## src/spsl_pkg.sv

```systemverilog
package spsl_pkg;

   // Register byte offsets
   localparam logic [7:0] CTRL_OFS   = 8'h00;
   localparam logic [7:0] STAT_OFS   = 8'h04;
   localparam logic [7:0] DATA_OFS   = 8'h08;
   localparam logic [7:0] IRQEN_OFS  = 8'h0c;
   localparam logic [7:0] IRQCLR_OFS = 8'h10;
   localparam logic [7:0] RXDAT_OFS  = 8'h14;

   // Control register fields
   localparam int CTRL_EN_BIT    = 0;
   localparam int CTRL_CLOCK_PHASE_SELECT_BIT  = 1;
   localparam int CTRL_WOR_BIT   = 2;
   localparam int CTRL_TXIE_BIT  = 3;
   localparam int CTRL_ERRIE_BIT = 4;
   localparam int CTRL_MFEN_BIT  = 5;
   localparam int CTRL_RATE_LSB  = 6;
   localparam logic [7:0] CTRL_RESET = 8'h02;

   // Status / interrupt fields
   localparam int ST_RXF  = 0;
   localparam int ST_TXE  = 1;
   localparam int ST_OVF  = 2;
   localparam int ST_MODE_FAULT_FLAG = 3;
   localparam logic [3:0] ST_RESET = 4'h2;

   localparam logic [1:0] HTRANS_NONSEQ = 2'b10;

   // First field is the most significant: order follows the bit positions
   typedef struct packed {
      logic [1:0] rate;
      logic       mode_fault_flag_en;
      logic       err_irq_en;
      logic       tx_irq_en;
      logic       wired_or;
      logic       clock_phase_select;
      logic       enable;
   } spsl_ctrl_t;

   typedef struct packed {
      logic       load;      // Shift register took the data register
      logic       byte_done; // Full byte received
      logic [7:0] rx_byte;
      logic       mode_fault_flag;
   } spsl_evt_t;

endpackage

```

## src/spsl_sync.sv

```systemverilog
`timescale 1ns/1ns
`default_nettype none
module spsl_sync #(
   parameter int W = 4
) (
   // Clock and reset
   input  wire logic         core_clk,
   input  wire logic         reset_n,
   // Data
   input  wire logic [W-1:0] async_in,
   output logic      [W-1:0] sync_out
);
   logic [W-1:0] meta_q;

   always_ff @(posedge core_clk or negedge reset_n)
   begin
      if (!reset_n)
      begin
         meta_q   <= '0;
         sync_out <= '0;
      end
      else
      begin
         meta_q   <= async_in;
         sync_out <= meta_q;
      end
   end
endmodule // spsl_sync
`default_nettype wire

```

## src/spsl_shifter.sv

```systemverilog
`timescale 1ns/1ns
`default_nettype none
module spsl_shifter (
   // Clock and reset
   input  wire logic               core_clk,
   input  wire logic               reset_n,
   // Control
   input  wire spsl_pkg::spsl_ctrl_t ctrl,
   input  wire logic [7:0]         tx_data,
   // Synchronised pins
   input  wire logic               sclk_s,
   input  wire logic               ss_n_s,
   input  wire logic               mosi_s,
   // Outputs
   output logic                    miso_bit,
   output logic                    miso_drive,
   output spsl_pkg::spsl_evt_t     evt
);
   typedef enum logic [1:0] {SH_IDLE, SH_RUN} spsl_sh_st_t;
   typedef struct packed {
      spsl_sh_st_t st;
      logic        sclk_prev;
      logic        ss_prev;
      logic [7:0]  sreg;
      logic [3:0]  edges;
      logic        miso;
      spsl_pkg::spsl_evt_t ev;
   } spsl_sh_t;

   spsl_sh_t s_q, s_d;
   logic     rise, fall, lead, trail, ss_fall;

   always_comb
   begin
      s_d       = s_q;
      s_d.ev    = '0;
      s_d.ev.rx_byte = s_q.ev.rx_byte;
      rise      = sclk_s & ~s_q.sclk_prev;
      fall      = ~sclk_s & s_q.sclk_prev;
      // Mode 0 idle-low clock: leading edge is rising
      lead      = rise & ~ss_n_s;
      trail     = fall & ~ss_n_s;
      ss_fall   = ~ss_n_s & s_q.ss_prev;
      s_d.sclk_prev = sclk_s;
      s_d.ss_prev   = ss_n_s;
      if (!ctrl.enable)
      begin
         s_d.st    = SH_IDLE;
         s_d.edges = '0;
      end
      else
      begin
         unique case (s_q.st)
            SH_IDLE:
            begin
               if (!ctrl.clock_phase_select && ss_fall)
               begin
                  s_d.st     = SH_RUN;
                  s_d.sreg   = tx_data;
                  s_d.miso   = tx_data[7];
                  s_d.edges  = '0;
                  s_d.ev.load = 1'b1;
               end
               else if (ctrl.clock_phase_select && lead)
               begin
                  s_d.st     = SH_RUN;
                  s_d.sreg   = tx_data;
                  s_d.miso   = tx_data[7];
                  s_d.edges  = '0;
                  s_d.ev.load = 1'b1;
               end
            end
            SH_RUN:
            begin
               // No reload from the data register while running
               // Phase 0 samples on the leading edge, phase 1 on trailing
               if (ctrl.clock_phase_select ? trail : lead)
               begin
                  s_d.sreg  = {s_q.sreg[6:0], mosi_s};
                  s_d.edges = s_q.edges + 4'h1;
               end
               if (ctrl.clock_phase_select ? lead : trail)
                  s_d.miso = s_q.sreg[7];
               if (trail && s_q.edges == (ctrl.clock_phase_select ? 4'h7 : 4'h8))
               begin
                  s_d.st = SH_IDLE;
                  s_d.ev.byte_done = 1'b1;
                  s_d.ev.rx_byte   = s_d.sreg;
               end
            end
            default: s_d.st = SH_IDLE;
         endcase
      end
      // Select high with a clock edge while running is flagged but leaves the state alone
      s_d.ev.mode_fault_flag = ctrl.mode_fault_flag_en & ss_n_s & (s_q.st == SH_RUN)
                    & (rise | fall);
   end

   always_ff @(posedge core_clk or negedge reset_n)
   begin
      if (!reset_n)
         s_q <= '{st: SH_IDLE, sclk_prev: 1'b0, ss_prev: 1'b1,
                  default: '0};
      else
         s_q <= s_d;
   end

   assign miso_bit   = s_q.miso;
   assign miso_drive = ~ss_n_s & ctrl.enable & (s_q.st == SH_RUN);
   assign evt        = s_q.ev;
endmodule // spsl_shifter
`default_nettype wire

```

## src/spsl_top.sv

```systemverilog
// How it works
// - Both ends must use the same clock phase setting.
// - Reset sets the clock phase select bit.
// - Phase 0: select falling edge starts transfer, MSB driven at once.
// - Running transfer blocks reloading the shift register.
// - Late data writes stay in the data register.
// - Phase 1: first serial clock edge starts the transfer.
// - Select high: MISO released, serial clock ignored, may raise fault.
// - Select high does not change the transfer state machine.
// - Wired-OR bit makes MISO open-drain.
// - Enable bit gates operation; clearing it partially resets.
// - Transmit-empty interrupt only while its enable is set.
// - Transmit-empty set when a byte enters the shift register.
// - Flags: receive full, transmit empty, mode fault, overflow.
// - Control holds error irq enable, fault enable, rate select.
`timescale 1ns/1ns
`default_nettype none
module spsl_top (
   // Clock and reset
   input  wire logic        core_clk,
   input  wire logic        reset_n,
   // AHB-Lite slave
   input  wire logic        hsel,
   input  wire logic [7:0]  haddr,
   input  wire logic [1:0]  htrans,
   input  wire logic        hwrite,
   input  wire logic [2:0]  hsize,
   input  wire logic        hready,
   input  wire logic [31:0] hwdata,
   output logic      [31:0] hrdata,
   output logic             hreadyout,
   output logic             hresp,
   // Serial pins
   input  wire logic        serial_clock_pin,
   input  wire logic        ss_n,
   input  wire logic        mosi,
   output logic             miso_o,
   output logic             miso_oe,
   // Interrupt
   output logic             irq
);
   typedef struct packed {
      spsl_pkg::spsl_ctrl_t ctrl;
      logic [7:0]  tx_data;
      logic [7:0]  rx_data;
      logic [3:0]  status;
      logic [3:0]  irq_en;
      logic        ap_valid;
      logic        ap_write;
      logic [7:0]  ap_addr;
      logic [31:0] rdata;
   } spsl_st_t;

   spsl_st_t            r_q, r_d;
   logic [2:0]          pins_s;
   logic                miso_bit;
   logic                miso_drive;
   spsl_pkg::spsl_evt_t evt;
   logic [3:0]          set_v;
   logic [3:0]          clr_v;
   logic                st_wr;

   spsl_sync #(.W(3)) u_sync (
      .core_clk (core_clk),
      .reset_n  (reset_n),
      .async_in ({serial_clock_pin, ss_n, mosi}),
      .sync_out (pins_s)
   );

   spsl_shifter u_shift (
      .core_clk   (core_clk),
      .reset_n    (reset_n),
      .ctrl       (r_q.ctrl),
      .tx_data    (r_q.tx_data),
      .sclk_s     (pins_s[2]),
      .ss_n_s     (pins_s[1]),
      .mosi_s     (pins_s[0]),
      .miso_bit   (miso_bit),
      .miso_drive (miso_drive),
      .evt        (evt)
   );

   always_comb
   begin
      r_d      = r_q;
      set_v    = '0;
      clr_v    = '0;
      st_wr    = r_q.ap_valid & r_q.ap_write;
      r_d.ap_valid = hsel & hready & (htrans == spsl_pkg::HTRANS_NONSEQ);
      r_d.ap_write = hwrite;
      r_d.ap_addr  = haddr;
      // Data phase writes
      if (st_wr)
      begin
         unique case (r_q.ap_addr)
            spsl_pkg::CTRL_OFS:   r_d.ctrl = hwdata[7:0];
            spsl_pkg::DATA_OFS:
            begin
               r_d.tx_data = hwdata[7:0];
               clr_v[spsl_pkg::ST_TXE] = 1'b1;
            end
            spsl_pkg::IRQEN_OFS:  r_d.irq_en = hwdata[3:0];
            spsl_pkg::IRQCLR_OFS: clr_v = clr_v | hwdata[3:0];
            default: ;
         endcase
      end
      // Reading received data clears receive full
      if (r_q.ap_valid && !r_q.ap_write &&
          r_q.ap_addr == spsl_pkg::RXDAT_OFS)
         clr_v[spsl_pkg::ST_RXF] = 1'b1;
      set_v[spsl_pkg::ST_TXE]  = evt.load;
      set_v[spsl_pkg::ST_RXF]  = evt.byte_done;
      set_v[spsl_pkg::ST_OVF]  = evt.byte_done &
                                 r_q.status[spsl_pkg::ST_RXF];
      set_v[spsl_pkg::ST_MODE_FAULT_FLAG] = evt.mode_fault_flag;
      if (evt.byte_done && !r_q.status[spsl_pkg::ST_RXF])
         r_d.rx_data = evt.rx_byte;
      // Set wins over clear
      r_d.status = (r_q.status & ~clr_v) | set_v;
      if (!r_q.ctrl.enable)
         r_d.status = spsl_pkg::ST_RESET;
      // Address-phase read data
      r_d.rdata = '0;
      unique case (haddr)
         spsl_pkg::CTRL_OFS:  r_d.rdata = {24'h0, r_d.ctrl};
         spsl_pkg::STAT_OFS:  r_d.rdata = {28'h0, r_d.status};
         spsl_pkg::DATA_OFS:  r_d.rdata = {24'h0, r_d.tx_data};
         spsl_pkg::IRQEN_OFS: r_d.rdata = {28'h0, r_d.irq_en};
         spsl_pkg::RXDAT_OFS: r_d.rdata = {24'h0, r_d.rx_data};
         default:             r_d.rdata = '0;
      endcase
   end

   always_ff @(posedge core_clk or negedge reset_n)
   begin
      if (!reset_n)
      begin
         r_q         <= '0;
         r_q.ctrl    <= spsl_pkg::CTRL_RESET;
         r_q.status  <= spsl_pkg::ST_RESET;
      end
      else
         r_q <= r_d;
   end

   assign hrdata    = r_q.rdata;
   assign hreadyout = 1'b1;
   assign hresp     = 1'b0;
   // Open drain only drives low in wired-OR mode
   assign miso_o    = miso_bit;
   assign miso_oe   = miso_drive & (~r_q.ctrl.wired_or | ~miso_bit);
   // Transmit-empty gated by its own enable, errors by error enable
   assign irq = (r_q.status[spsl_pkg::ST_TXE] & r_q.ctrl.tx_irq_en &
                 r_q.irq_en[spsl_pkg::ST_TXE]) |
                (r_q.status[spsl_pkg::ST_RXF] &
                 r_q.irq_en[spsl_pkg::ST_RXF]) |
                (|(r_q.status[3:2] & r_q.irq_en[3:2]) &
                 r_q.ctrl.err_irq_en);

   a_clock_phase_select_reset: assert property (@(posedge core_clk)
      $rose(reset_n) |-> r_q.ctrl.clock_phase_select)
      else $error("phase bit not set after reset");
   a_txe_on_load: assert property (@(posedge core_clk) disable iff (!reset_n)
      evt.load && r_q.ctrl.enable |=> r_q.status[spsl_pkg::ST_TXE])
      else $error("transmit empty not set on load");
   a_irq_tx_gate: assert property (@(posedge core_clk) disable iff (!reset_n)
      !r_q.ctrl.tx_irq_en && r_q.irq_en[1:0] == 2'b10 && !r_q.ctrl.err_irq_en
      |-> !irq)
      else $error("tx interrupt without enable");
   a_miso_release: assert property (@(posedge core_clk) disable iff (!reset_n)
      pins_s[1] |-> !miso_oe)
      else $error("miso driven while deselected");
   a_disable_idle: assert property (@(posedge core_clk) disable iff (!reset_n)
      !r_q.ctrl.enable |=> !miso_oe)
      else $error("active while disabled");
   a_ovf_set: assert property (@(posedge core_clk) disable iff (!reset_n)
      evt.byte_done && r_q.status[0] && r_q.ctrl.enable |=> r_q.status[2])
      else $error("overflow missed");
   a_wor_drive: assert property (@(posedge core_clk) disable iff (!reset_n)
      r_q.ctrl.wired_or && miso_bit |-> !miso_oe)
      else $error("open drain drove high");
   a_late_write: assert property (@(posedge core_clk) disable iff (!reset_n)
      st_wr && r_q.ap_addr == spsl_pkg::DATA_OFS |=> r_q.tx_data ==
      $past(hwdata[7:0]))
      else $error("data write lost");
endmodule // spsl_top
`default_nettype wire

```

## config.mk

```make
export PLATFORM = sky130hd
export DESIGN_NAME = spsl_top
export DESIGN_NICKNAME = d
export VERILOG_FILES = /design/src/spsl_pkg.sv /design/src/spsl_sync.sv /design/src/spsl_shifter.sv /design/src/spsl_top.sv
export SDC_FILE = /design/constraint.sdc
export NUM_CORES = 1
export LEC_CHECK = 0
export BUFFER_PORTS_ARGS = -buffer_cell sky130_fd_sc_hd__buf_4
export CELL_PAD_IN_SITES_DETAIL_PLACEMENT = 0
export CELL_PAD_IN_SITES_GLOBAL_PLACEMENT = 2
export CORE_MARGIN = 4
export CORE_UTILIZATION = 31
export DETAILED_ROUTE_END_ITERATION = 6
export PLACE_DENSITY_LB_ADDON = 0.1
export SLEW_MARGIN = 20
export SYNTH_ARGS = -nofsm -noshare
export SYNTH_HDL_FRONTEND = slang
export SYNTH_SLANG_ARGS = --single-unit
```

## constraint.sdc

```tcl
create_clock -name core_clk -period 1.96 [get_ports core_clk]
set_input_delay 0 -clock core_clk [delete_from_list [all_inputs] [get_ports core_clk]]
set_output_delay 0 -clock core_clk [all_outputs]
set_load 0.01 [all_outputs]
```

Word level (Yosys, flattened, before mapping)
Index checks and enable logic that the tools add are counted.
{ "op_classes": {"add_sub_neg": 1, "eq_ne": 17, "muxes": 31, "n_bitwise": 32, "n_reduce_logical": 19} }
{ "ops": {"columns": ["operator", "count"], "rows": [
  ["$pmux 8 s5", 1],
  ["$eq 8x4->1 const B", 4],
  ["$mux 14", 2],
  ["$pmux 13 s2", 1],
  ["$eq 8x5->1 const B", 3],
  ["$mux 4", 6],
  ["$mux 8", 3],
  ["$and 1x1->1", 19],
  ["$mux 9", 2],
  ["$logic_not 8->1", 2],
  ["$mux 16", 1],
  ["$mux 12", 1],
  ["$mux 10", 1],
  ["$mux 2", 5],
  ["$reduce_and 3->1", 3],
  ["$eq 8x3->1 const B", 1],
  ["$logic_and 1x1->1", 6],
  ["$mux 1", 6],
  ["$ne 3x1->1 const B", 2],
  ["$ne 3x2->1 const B", 2],
  ["$not 1->1", 5],
  ["$add 4x1->4 const B", 1],
  ["$and 4x4->4", 1],
  ["$eq 4x4->1", 1],
  ["other kinds (16)", 21]
]} }
{ "word_totals": {"ff_bits": 108, "out_inout_bits": 37, "elab_cells": 127} }

Longest topological paths before layout
Gate-level depths: netlist of run 1.
{ "logic_depth": {"ltp_word": 9, "mapped_depth": 8, "ltp_nobuf": 7} }

Hierarchy
Synthesis of run 1 repeated with hierarchy kept, for this count alone.
{ "unflattened": {"hier_cells": 366, "area_unflattened_um2": 4126.5} }
{ "by_module_without_submodules": {"columns": ["module", "n_inst", "cells_per_inst", "area_per_inst_um2"], "rows": [
  ["spsl_top", 1, 194, 2367.3],
  ["spsl_shifter", 1, 166, 1609.0],
  ["spsl_sync", 1, 6, 150.1]
]} }

Worst setup path after synthesis of run 1
No wires, ideal clock.
{ "synth_timing": {"path_kind": "register -> register", "start": "register r_q[33] (netlist bit)", "end": "register r_q (netlist bit hrdata[1])", "t_arrival_ns": 1.932, "slack_ns": -0.101, "stages_incl_launch_ff": 6, "path_buffers": 0, "path_cell_list": "dfrtp_1 > nor4b_4 > nand4b_4 > mux2_4 > a22o_1 > a2111o_1"} }
{ "synth_rtl": {"columns": ["element", "line", "text"], "rows": [
  ["from (decl)", "spsl_top.sv:54", "spsl_st_t r_q, r_d;"],
  ["from (signal assigned)", "spsl_top.sv:143", "r_q <= r_d;"]
]} }

==> flow_summary.ini, run 1 <==
[sta]
rsz0062_at_grt = yes
fin_crit_sh = 0.990
fmax_ghz = 0.515
slew_violations = 0
skew_ns = 0.00582
setup_viol = 0
layout_min_cycle_time_ns = 1.94
tightest_slew_ns = 0.535
hold_viol = 0
final.setup.tns_ns = 0
slew_headroom = 0.643
whs_ns = 0.0970
worst_slack_ns = 0.0201

[route]
via_per_inst = 4.49
drt-total-wl_um = 9410
drc = 0
vias = 2611
drt_iter0_drc = 119
drtPass1Iterations = 4
ant_nets = 0
detail_route.wl_per_cell_um = 16.2

[cts]
clockBufferDepth = 2
cts-root-buf = clkbuf_16
cts.sinks = 83
insertion_delay_ns = 0.34
ctsHtreeMaxLevel = 3
cts_tree = yes
cts_buffers = 9
path_clk_slew_ns = 0.06

[layout]
syn_to_final_growth_pct = 28.6
fillers = 1153
regArea_um2 = 2080
multi_input_area_um2 = 1530
stdcell_area_um2 = 4930
antenna-diode-count = 0
drive_gt1_frac = 0.283
nNetsFinal = 464

[worst_setup_path]
rr_worst_depth = 6
r2r_start = r_q[37]$_DFF_PN0_
ff2ff_setup_slack_ns = 0.02
end_kind = flop
r2r-end = hrdata[1]$_DFF_PN0_
crit_type = reg -> reg
crit_required_ns = 2.19
worstSetupStartpointType = flop
crit_path_max_fanout = 5
worstPathArrival_ns = 2.17

[place]
place_area_um2 = 4310
port_buffers = 36
gp_congestion = 0.823
dpl.hpwl_um = 6800
post-place-ws_ns = -0.0105

[logic_synthesis]
post-synth-top-area-fraction = 0.522
synth_cell_type_count = 50
syn_inst = 332
synth_most_common_cell = dfrtp_1
synth_edf_count = 0
yosys.area.top_type = dfrtp_1
synth.avg_cell_area_um2 = 11.5
ys_warn_count = 0
synth.area.top_cells = dfrtp_1 (52%), buf_4 (6.7%), mux2_2 (6.5%)
synthTopCellsByCount = dfrtp_1 (80), buf_4 (34), a21oi_1 (25)
ys_ff_latch = 83
syn_area_um2 = 3830
synthArstFlopShare = 1.00
yosys_most_used_dff = dfrtp_1
yosysSeqAreaShare = 0.543

[power_and_ir_drop]
p_clk_frac = 0.447
netSwitchingFraction = 0.239
p_comb_frac = 0.103
leakage_uw = 0.00234
powerDensity_nw_per_um2 = 872
switchingPower_uw = 1030
internal_power_uw = 3270
seqPwrFrac = 0.450
ir_drop_uv = 405

[die]
fp.dieH_um = 119
io_pins = 90
core-area_um2 = 12100
die_area_um2 = 14200
start_util = 0.318
row_count = 40
die_w_um = 119

[hold_path]
hp-class = in -> async

[grt]
grt_max_degree = 41
grt_util_all_layers = 0.138
grt_pass1_wl_um = 14900
grt_overflow = 0
grt_pass1_vias = 2693
grt_antenna_before_repair = 0

[run_status]
status = complete, no violations

[run]
maxCapViolations = 0
## critical path, cell delays in order (launching register included)
cell	delay, ns
dfrtp_1	0.39
nor4b_4	0.26
buf_4	0.18
nand4b_4	0.13
mux2_4	0.34
a22o_1	0.19
a2111o_1	0.33
## flip-flops by register name (all words and copies together) (netlist names)
register and cells:
hrdata 8, u_shift.s_q 15, u_shift.miso_bit 1, u_sync.meta_q 3, u_sync.sync_out 3, r_q 42, u_shift.evt 11
## per-layer routing
layer	global-route usage	vias to the layer above	share of wire
li1	-	1280	-
met1	0.191	1279	0.49
met2	0.205	43	0.46
met3	0.0437	9	0.036
met4	0.0485	0	0.013
met5	0	-	0
## metrics by stage
| stage | util | power (µW) | std cells |
|---|---|---|---|
| 6_report | 0.409 | 4300 | 581 |
| 5_1_grt | 0.409 | 4490 | 581 |
| 4_1_cts | 0.406 | 4360 | 579 |
| 3_5_place_dp | 0.357 | 2370 | 540 |
| 3_3_place_gp | 0.357 | 2370 | 540 |
| 2_1_floorplan | - | 2200 | 356 |
## power by group through the flow
stage                     registers (µW)  clock network, µW  logic (µW)
final                               1940               1920         441
after global routing                1950               2050         494
after CTS                           1940               1980         444
after detailed placement            1960                  0         408
after global placement              1970                  0         405
after floorplan                     1930                  0         276
## worst max-delay path by stage
| stage | to | cells after the start | start | slack (ns) |
|---|---|---|---|---|
| floorplan | hrdata[1]$_DFF_PN0_ | 5 | r_q[33]$_DFF_PN0_ | -0.10 |
| global placement | hrdata[1]$_DFF_PN0_ | 6 | r_q[33]$_DFF_PN0_ | 0.006 |
| detailed placement | hrdata[1]$_DFF_PN0_ | 6 | r_q[33]$_DFF_PN0_ | -0.01 |
| CTS | hrdata[7]$_DFF_PN0_ | 8 | r_q[37]$_DFF_PN0_ | 0.005 |
| global route | hrdata[1]$_DFF_PN0_ | 6 | r_q[37]$_DFF_PN0_ | -0.05 |
| finish | hrdata[1]$_DFF_PN0_ | 6 | r_q[37]$_DFF_PN0_ | 0.02 |
## kinds of logic (layout without fill, tap and decap cells)
kind of cell             after synthesis  count (layout)  synth area share
AND/OR/NAND/NOR                       80              80             0.129
XOR/XNOR                               3               3           0.00686
flip-flops                            83              83             0.543
buffers and inverters                 56             113            0.0881
other                                  2              26           0.00196
AO/OA/AOI/OAI                         67              67             0.113
adder cells (fa/ha/maj)                3               3           0.00980
multiplexers                          38              38             0.109
## final cells by class
type / instances / share of cell area
tap: 168 / 0.0427
clock buffer: 12 / 0.0541
clock inverter: 4 / 0.0162
inverter: 10 / 0.00762
multi-input combinational: 217 / 0.310
sequential: 83 / 0.422
timing repair buffer: 87 / 0.147
## what timing repair did
| item | in CTS | in global routing |
|---|---|---|
| setup endpoints to repair | 5 | 18 |
| gates cloned | 0 | 0 |
| resized for setup | 1 | 5 |
| hold buffers | 23 | 0 |
| pin swaps | 2 | 3 |
| hold endpoints to repair | 113 | 0 |
| buffers inserted | 0 | 2 |
## cell usage in the layout, fill, tap and decap left out, types with 2 or more instances in the layout
master	instances
and2_1	4
inv_1	10
a22oi_1	6
nor3b_1	6
mux2_1	2
nand3_1	3
bufinv_16	2
buf_4	62
nor4b_1	2
nand2_1	15
o211ai_1	3
and3_1	3
conb_1	26
a22o_1	3
nand2b_1	4
a21oi_1	25
ha_1	3
nand4_1	3
o21a_1	2
a21o_1	2
clkbuf_16	9
mux2_2	22
o22ai_1	15
dfrtp_1	80
nor2b_1	5
dfstp_2	3
and4b_1	2
nor2_1	18
clkbuf_8	3
o21ai_0	2
mux2_4	2
mux2i_1	11
nor4_1	3
nor3_1	2
a22oi_2	2
xor2_1	3
dlygate4sd3_1	23
(Power assumes the default switching activity.)
==> inputs of run 2 (changes only) <==
--- a/config.mk
+++ b/config.mk
@@ -5,13 +5,13 @@
 export SDC_FILE = /design/constraint.sdc
 export NUM_CORES = 1
 export LEC_CHECK = 0
-export BUFFER_PORTS_ARGS = -buffer_cell sky130_fd_sc_hd__buf_4
+export BUFFER_PORTS_ARGS = -buffer_cell sky130_fd_sc_hd__buf_2
 export CELL_PAD_IN_SITES_DETAIL_PLACEMENT = 0
 export CELL_PAD_IN_SITES_GLOBAL_PLACEMENT = 2
 export CORE_MARGIN = 4
 export CORE_UTILIZATION = 31
 export DETAILED_ROUTE_END_ITERATION = 6
-export PLACE_DENSITY_LB_ADDON = 0.1
+export PLACE_DENSITY = 0.83
 export SLEW_MARGIN = 20
 export SYNTH_ARGS = -nofsm -noshare
 export SYNTH_HDL_FRONTEND = slang
==> run 2 against run 1 <==
The flow now finishes with violations (setup timing); die area stayed put; flip-flop and latch count stayed put; first-iteration DRC count is 11% higher; wire length is 5.7% lower; hold slack better by 0.024 ns.
==> flow_summary.ini, run 2 (same netlist as run 1, synthesis figures left out) <==
[run_status]
status = finished, violations left
violations = setup timing

[power_and_ir_drop]
ir_drop_uv = 396
p_clk_frac = 0.426
p_comb_frac = 0.102
netSwitchingFraction = 0.262
p_total_uw = 4110
internal_power_uw = 3030
switchingPower_uw = 1080
seqPwrFrac = 0.472
powerDensity_nw_per_um2 = 858
leakage_uw = 0.00227

[layout]
fillers = 1172
final_common_cell = dfrtp_1
largest-register = r_q
antenna-diode-count = 0
drive_gt1_frac = 0.279
syn_to_final_growth_pct = 24.9
nNetsFinal = 459
layout_common_cells = dfrtp_1 (80), buf_2 (35), conb_1 (26)
fin_cells = 576
largest_reg_flops = 42

[place]
dpl.hpwl_um = 6240
gp_congestion = 0.827
port_buffers = 36
dp.cells = 534

[worst_setup_path]
rr_worst_depth = 6
end_kind = flop
crit_slowest_cell = dfrtp_1
cp_num_cells = 6
r2r_start = r_q[32]$_DFF_PN0_
r2r-end = hrdata[1]$_DFF_PN0_
path_buf_inv = 1
crit_required_ns = 2.18
ff2ff_setup_slack_ns = -0.10
worstPathArrival_ns = 2.28
critical-path-top-delay-family = compound AO/OA/AOI/OAI gates
crit_start = r_q[32]$_DFF_PN0_
crit_path_max_fanout = 4
critical_path.max_stage_delay_ns = 0.39
crit_type = reg -> reg
crit_chain = nor4b_4 -> buf_4 -> nand4b_4 -> mux2_4 -> a22o_1 -> a2111o_1
worstSetupStartpointType = flop

[sta]
fin_crit_sh = 1.05
rsz0062_at_grt = yes
fmax_ghz = 0.485
worst_slack_ns = -0.102
skew_ns = 0.00621
layout_min_cycle_time_ns = 2.06
hold_viol = 0
setup_viol = 2
slew_violations = 0

[grt]
grt_max_degree = 61
grt_pass1_vias = 2673
use_met1 = 0.175
grtUsageMet2 = 0.207
grt_pass1_wl_um = 14500
grt_antenna_before_repair = 0
grt_overflow = 0
top_usage_layer = met2
grt_util_all_layers = 0.130
grtUsageMet3 = 0.0313

[route]
detail_route.wl_per_cell_um = 15.4
via_per_inst = 4.61
drtPass1Iterations = 4
drt_iter0_drc = 132
ant_nets = 0
drt-total-wl_um = 8870
vias = 2654
drc = 0

[die]
fp.dieH_um = 119
start_util = 0.318
die_area_um2 = 14200
core-area_um2 = 12100
die_w_um = 119
row_count = 40
io_pins = 90

[cts]
cts-root-buf = clkbuf_16
cts_buffers = 9
path_clk_slew_ns = 0.06
cts.sinks = 83
insertion_delay_ns = 0.34
clockBufferDepth = 2
ctsHtreeMaxLevel = 3
cts_tree = yes

[run]
maxCapViolations = 0

[hold_path]
hp-class = in -> async
run 2: power by group through the flow:
stage	logic [µW]	registers [µW]	clock network (µW)
after floorplan	276	1930	0
after global placement	367	1970	0
after detailed placement	381	1970	0
after CTS	418	1940	1810
after global routing	469	1950	1870
final	418	1940	1750
run 2: layout make-up:
class | count | area [µm²] | area share
Inverter | 10 | 37.5 | 0.00784
Clock inverter | 7 | 82.6 | 0.0173
Multi-Input combinational cell | 217 | 1550 | 0.323
Timing Repair Buffer | 82 | 602 | 0.126
Sequential cell | 83 | 2080 | 0.435
Tap cell | 168 | 210 | 0.0439
Clock buffer | 9 | 225 | 0.0471
run 2: worst max path at each step:
stage,slack [ns],end
floorplan,-0.10,hrdata[1]$_DFF_PN0_
global placement,-0.05,u_shift.s_q[22]$_DFFE_PN0P_
detailed placement,-0.11,u_shift.s_q[17]$_DFFE_PN0P_
CTS,-0.07,hrdata[1]$_DFF_PN0_
global route,-0.17,hrdata[1]$_DFF_PN0_
finish,-0.10,hrdata[1]$_DFF_PN0_
run 2: layer usage:
metal  share of wire  wire [µm]  vias to the layer above
li1                -          -                     1264
met1            0.46       4050                     1330
met2            0.49       4370                       48
met3           0.034        303                       12
met4           0.016        141                        0
met5               0          0                        -
run 2: through the flow:
stage | hold WS (ns) | worst slack [ns] | area [µm²] | utilization | setup TNS [ns]
CTS | 0.122 | -0.0652 | 4760 | 0.394 | -0.0652
floorplan | -0.296 | -0.101 | 3920 | - | -0.170
detailed placement | -0.0587 | -0.111 | 4180 | 0.346 | -0.776
global placement | -0.0641 | -0.0520 | 4180 | 0.346 | -0.375
finish | 0.121 | -0.102 | 4790 | 0.397 | -0.115
global route | 0.147 | -0.170 | 4790 | 0.397 | -0.502
run 2: worst reg2reg max path, stage by stage, from the launching register on:
cell and delay, ns:
dfrtp_1 0.39, nor4b_4 0.34, buf_4 0.20, nand4b_4 0.14
mux2_4 0.33, a22o_1 0.19, a2111o_1 0.35
run 2: repair_timing:
action | in CTS | in global routing
endpoints found under the hold margin | 112 | 0
endpoints found under the setup margin | 11 | 15
setup buffers | 2 | 1
resized for setup | 4 | 5
pin swaps | 3 | 6
gates cloned | 0 | 0
hold buffers | 23 | 0
==> inputs of run 3 (changes only) <==
--- a/config.mk
+++ b/config.mk
@@ -11,6 +11,7 @@
 export CORE_MARGIN = 4
 export CORE_UTILIZATION = 31
 export DETAILED_ROUTE_END_ITERATION = 6
+export GPL_TIMING_DRIVEN = 0
 export PLACE_DENSITY = 0.83
 export SLEW_MARGIN = 20
 export SYNTH_ARGS = -nofsm -noshare
==> run 3 against run 2 <==
The run still ends with setup timing left; first-iteration DRC count down 5.3%; wire length increased by 2.9%; total power is 1.5% higher; largest cell class unchanged.
==> flow_summary.ini, run 3 (same netlist as run 1, synthesis figures left out) <==
[grt]
grt_pass1_vias = 2906
grt_util_all_layers = 0.135
grt_pass1_wl_um = 15000
grt_antenna_before_repair = 0
grt_max_degree = 46
grt_overflow = 0

[place]
port_buffers = 36
gp_congestion = 0.800
place_area_um2 = 4340
dpl.hpwl_um = 6370

[layout]
antenna-diode-count = 0
syn_to_final_growth_pct = 33.6
fin_util = 0.424
largest_reg_flops = 42
largest-register = r_q
final_common_cell = dfrtp_1
layout_common_cells = dfrtp_1 (80), buf_4 (48), buf_2 (36)
drive_gt1_frac = 0.342
nNetsFinal = 493
fillers = 1148
stdcell_area_um2 = 5120

[die]
start_util = 0.318
io_pins = 90
die_w_um = 119
core-area_um2 = 12100
row_count = 40
fp.dieH_um = 119
die_area_um2 = 14200

[cts]
cts_tree = yes
cts_buffers = 9
ctsHtreeMaxLevel = 3
cts.sinks = 83
path_clk_slew_ns = 0.06
insertion_delay_ns = 0.33
cts-root-buf = clkbuf_16
clockBufferDepth = 2

[sta]
worst_slack_ns = -0.0952
slew_headroom = 0.538
hold_viol = 0
setup_viol = 4
rsz0062_at_grt = yes
final.setup.tns_ns = -0.223
slew_violations = 0
fin_crit_sh = 1.05
skew_ns = 0.00930
fmax_ghz = 0.487
layout_min_cycle_time_ns = 2.06
whs_ns = 0.0358
tightest_slew_ns = 0.693

[route]
via_per_inst = 4.63
drc = 0
drt-total-wl_um = 9130
vias = 2817
drt_iter0_drc = 125
drtPass1Iterations = 4
ant_nets = 0
detail_route.wl_per_cell_um = 15.0

[run]
maxCapViolations = 0

[worst_setup_path]
worstPathArrival_ns = 2.25
worstSetupStartpointType = flop
end_kind = flop
ff2ff_setup_slack_ns = -0.1
rr_worst_depth = 6
crit_type = reg -> reg
crit_required_ns = 2.16
crit_path_max_fanout = 5

[run_status]
violations = setup timing
status = finished, violations left

[power_and_ir_drop]
ir_drop_uv = 450
p_total_uw = 4170
leakage_uw = 0.00251
powerDensity_nw_per_um2 = 814

[hold_path]
hp-class = in -> reg
hold_depth = 2
## run 3: changes by cell type in the layout (fill, tap and decap cells not counted), sizes merged
| cell | delta |
|---|---|
| clkbuf | +11 |
| clkinvlp | -1 |
| buf | +29 |
| clkinv | -1 |
| inv | -4 |
| dlygate4sd3 | -1 |
## run 3: critical path, stage by stage (launching register included)
cell and delay (ns):
dfrtp_1 0.39, nor4b_4 0.37, buf_6 0.19, nand4_1 0.09, a311o_1 0.35, and2_4 0.15
a2111o_1 0.39
## run 3: final cells by class
cell class	count	area (µm²)	share of cell area
Buffer	41	288	0.0562
Clock buffer	14	284	0.0555
Clock inverter	1	30.0	0.00587
Inverter	10	37.5	0.00733
Multi-Input combinational cell	217	1630	0.318
Sequential cell	83	2080	0.406
Tap cell	168	210	0.0411
Timing Repair Buffer	75	562	0.110
## run 3: layer usage
metal | part of all wire | global-route usage
met1 | 0.46 | 0.178
met2 | 0.49 | 0.216
met3 | 0.036 | 0.0285
met4 | 0.021 | 0.0558
met5 | 0 | 0
## run 3: where the power goes
group          switching, µW  internal, µW
registers                119          1820
logic                    239           234
clock network            636          1120
## run 3: path summary, 6_finish.rpt
kind,to,start
worst max-delay path,hrdata[1]$_DFF_PN0_,r_q[32]$_DFF_PN0_
worst min-delay path,r_q[61]$_DFF_PN0_,hwdata[3]
worst max register to register,hrdata[1]$_DFF_PN0_,r_q[32]$_DFF_PN0_
worst min register to register,u_sync.sync_out[2]$_DFF_PN0_,u_sync.meta_q[2]$_DFF_PN0_
max in group asynchronous,r_q[47]$_DFF_PN1_,reset_n
min in group asynchronous,u_shift.s_q[14]$_DFFE_PN0P_,reset_n
## run 3: repair_timing
action                     CTS  global route
hold endpoints to repair    66             0
setup endpoints to repair   28            27
pin swaps                    8            17
cloned                       0             0
setup buffers               12             4
hold buffers                22             0
gates resized for setup     18            16
## run 3: metrics by stage
step / worst slack [ns] / instances
after floorplan: -0.101 / 356
after detailed placement: -0.491 / 561
final: -0.0952 / 609
after global placement: -0.517 / 560
after CTS: -0.0764 / 609
after global routing: -0.155 / 609
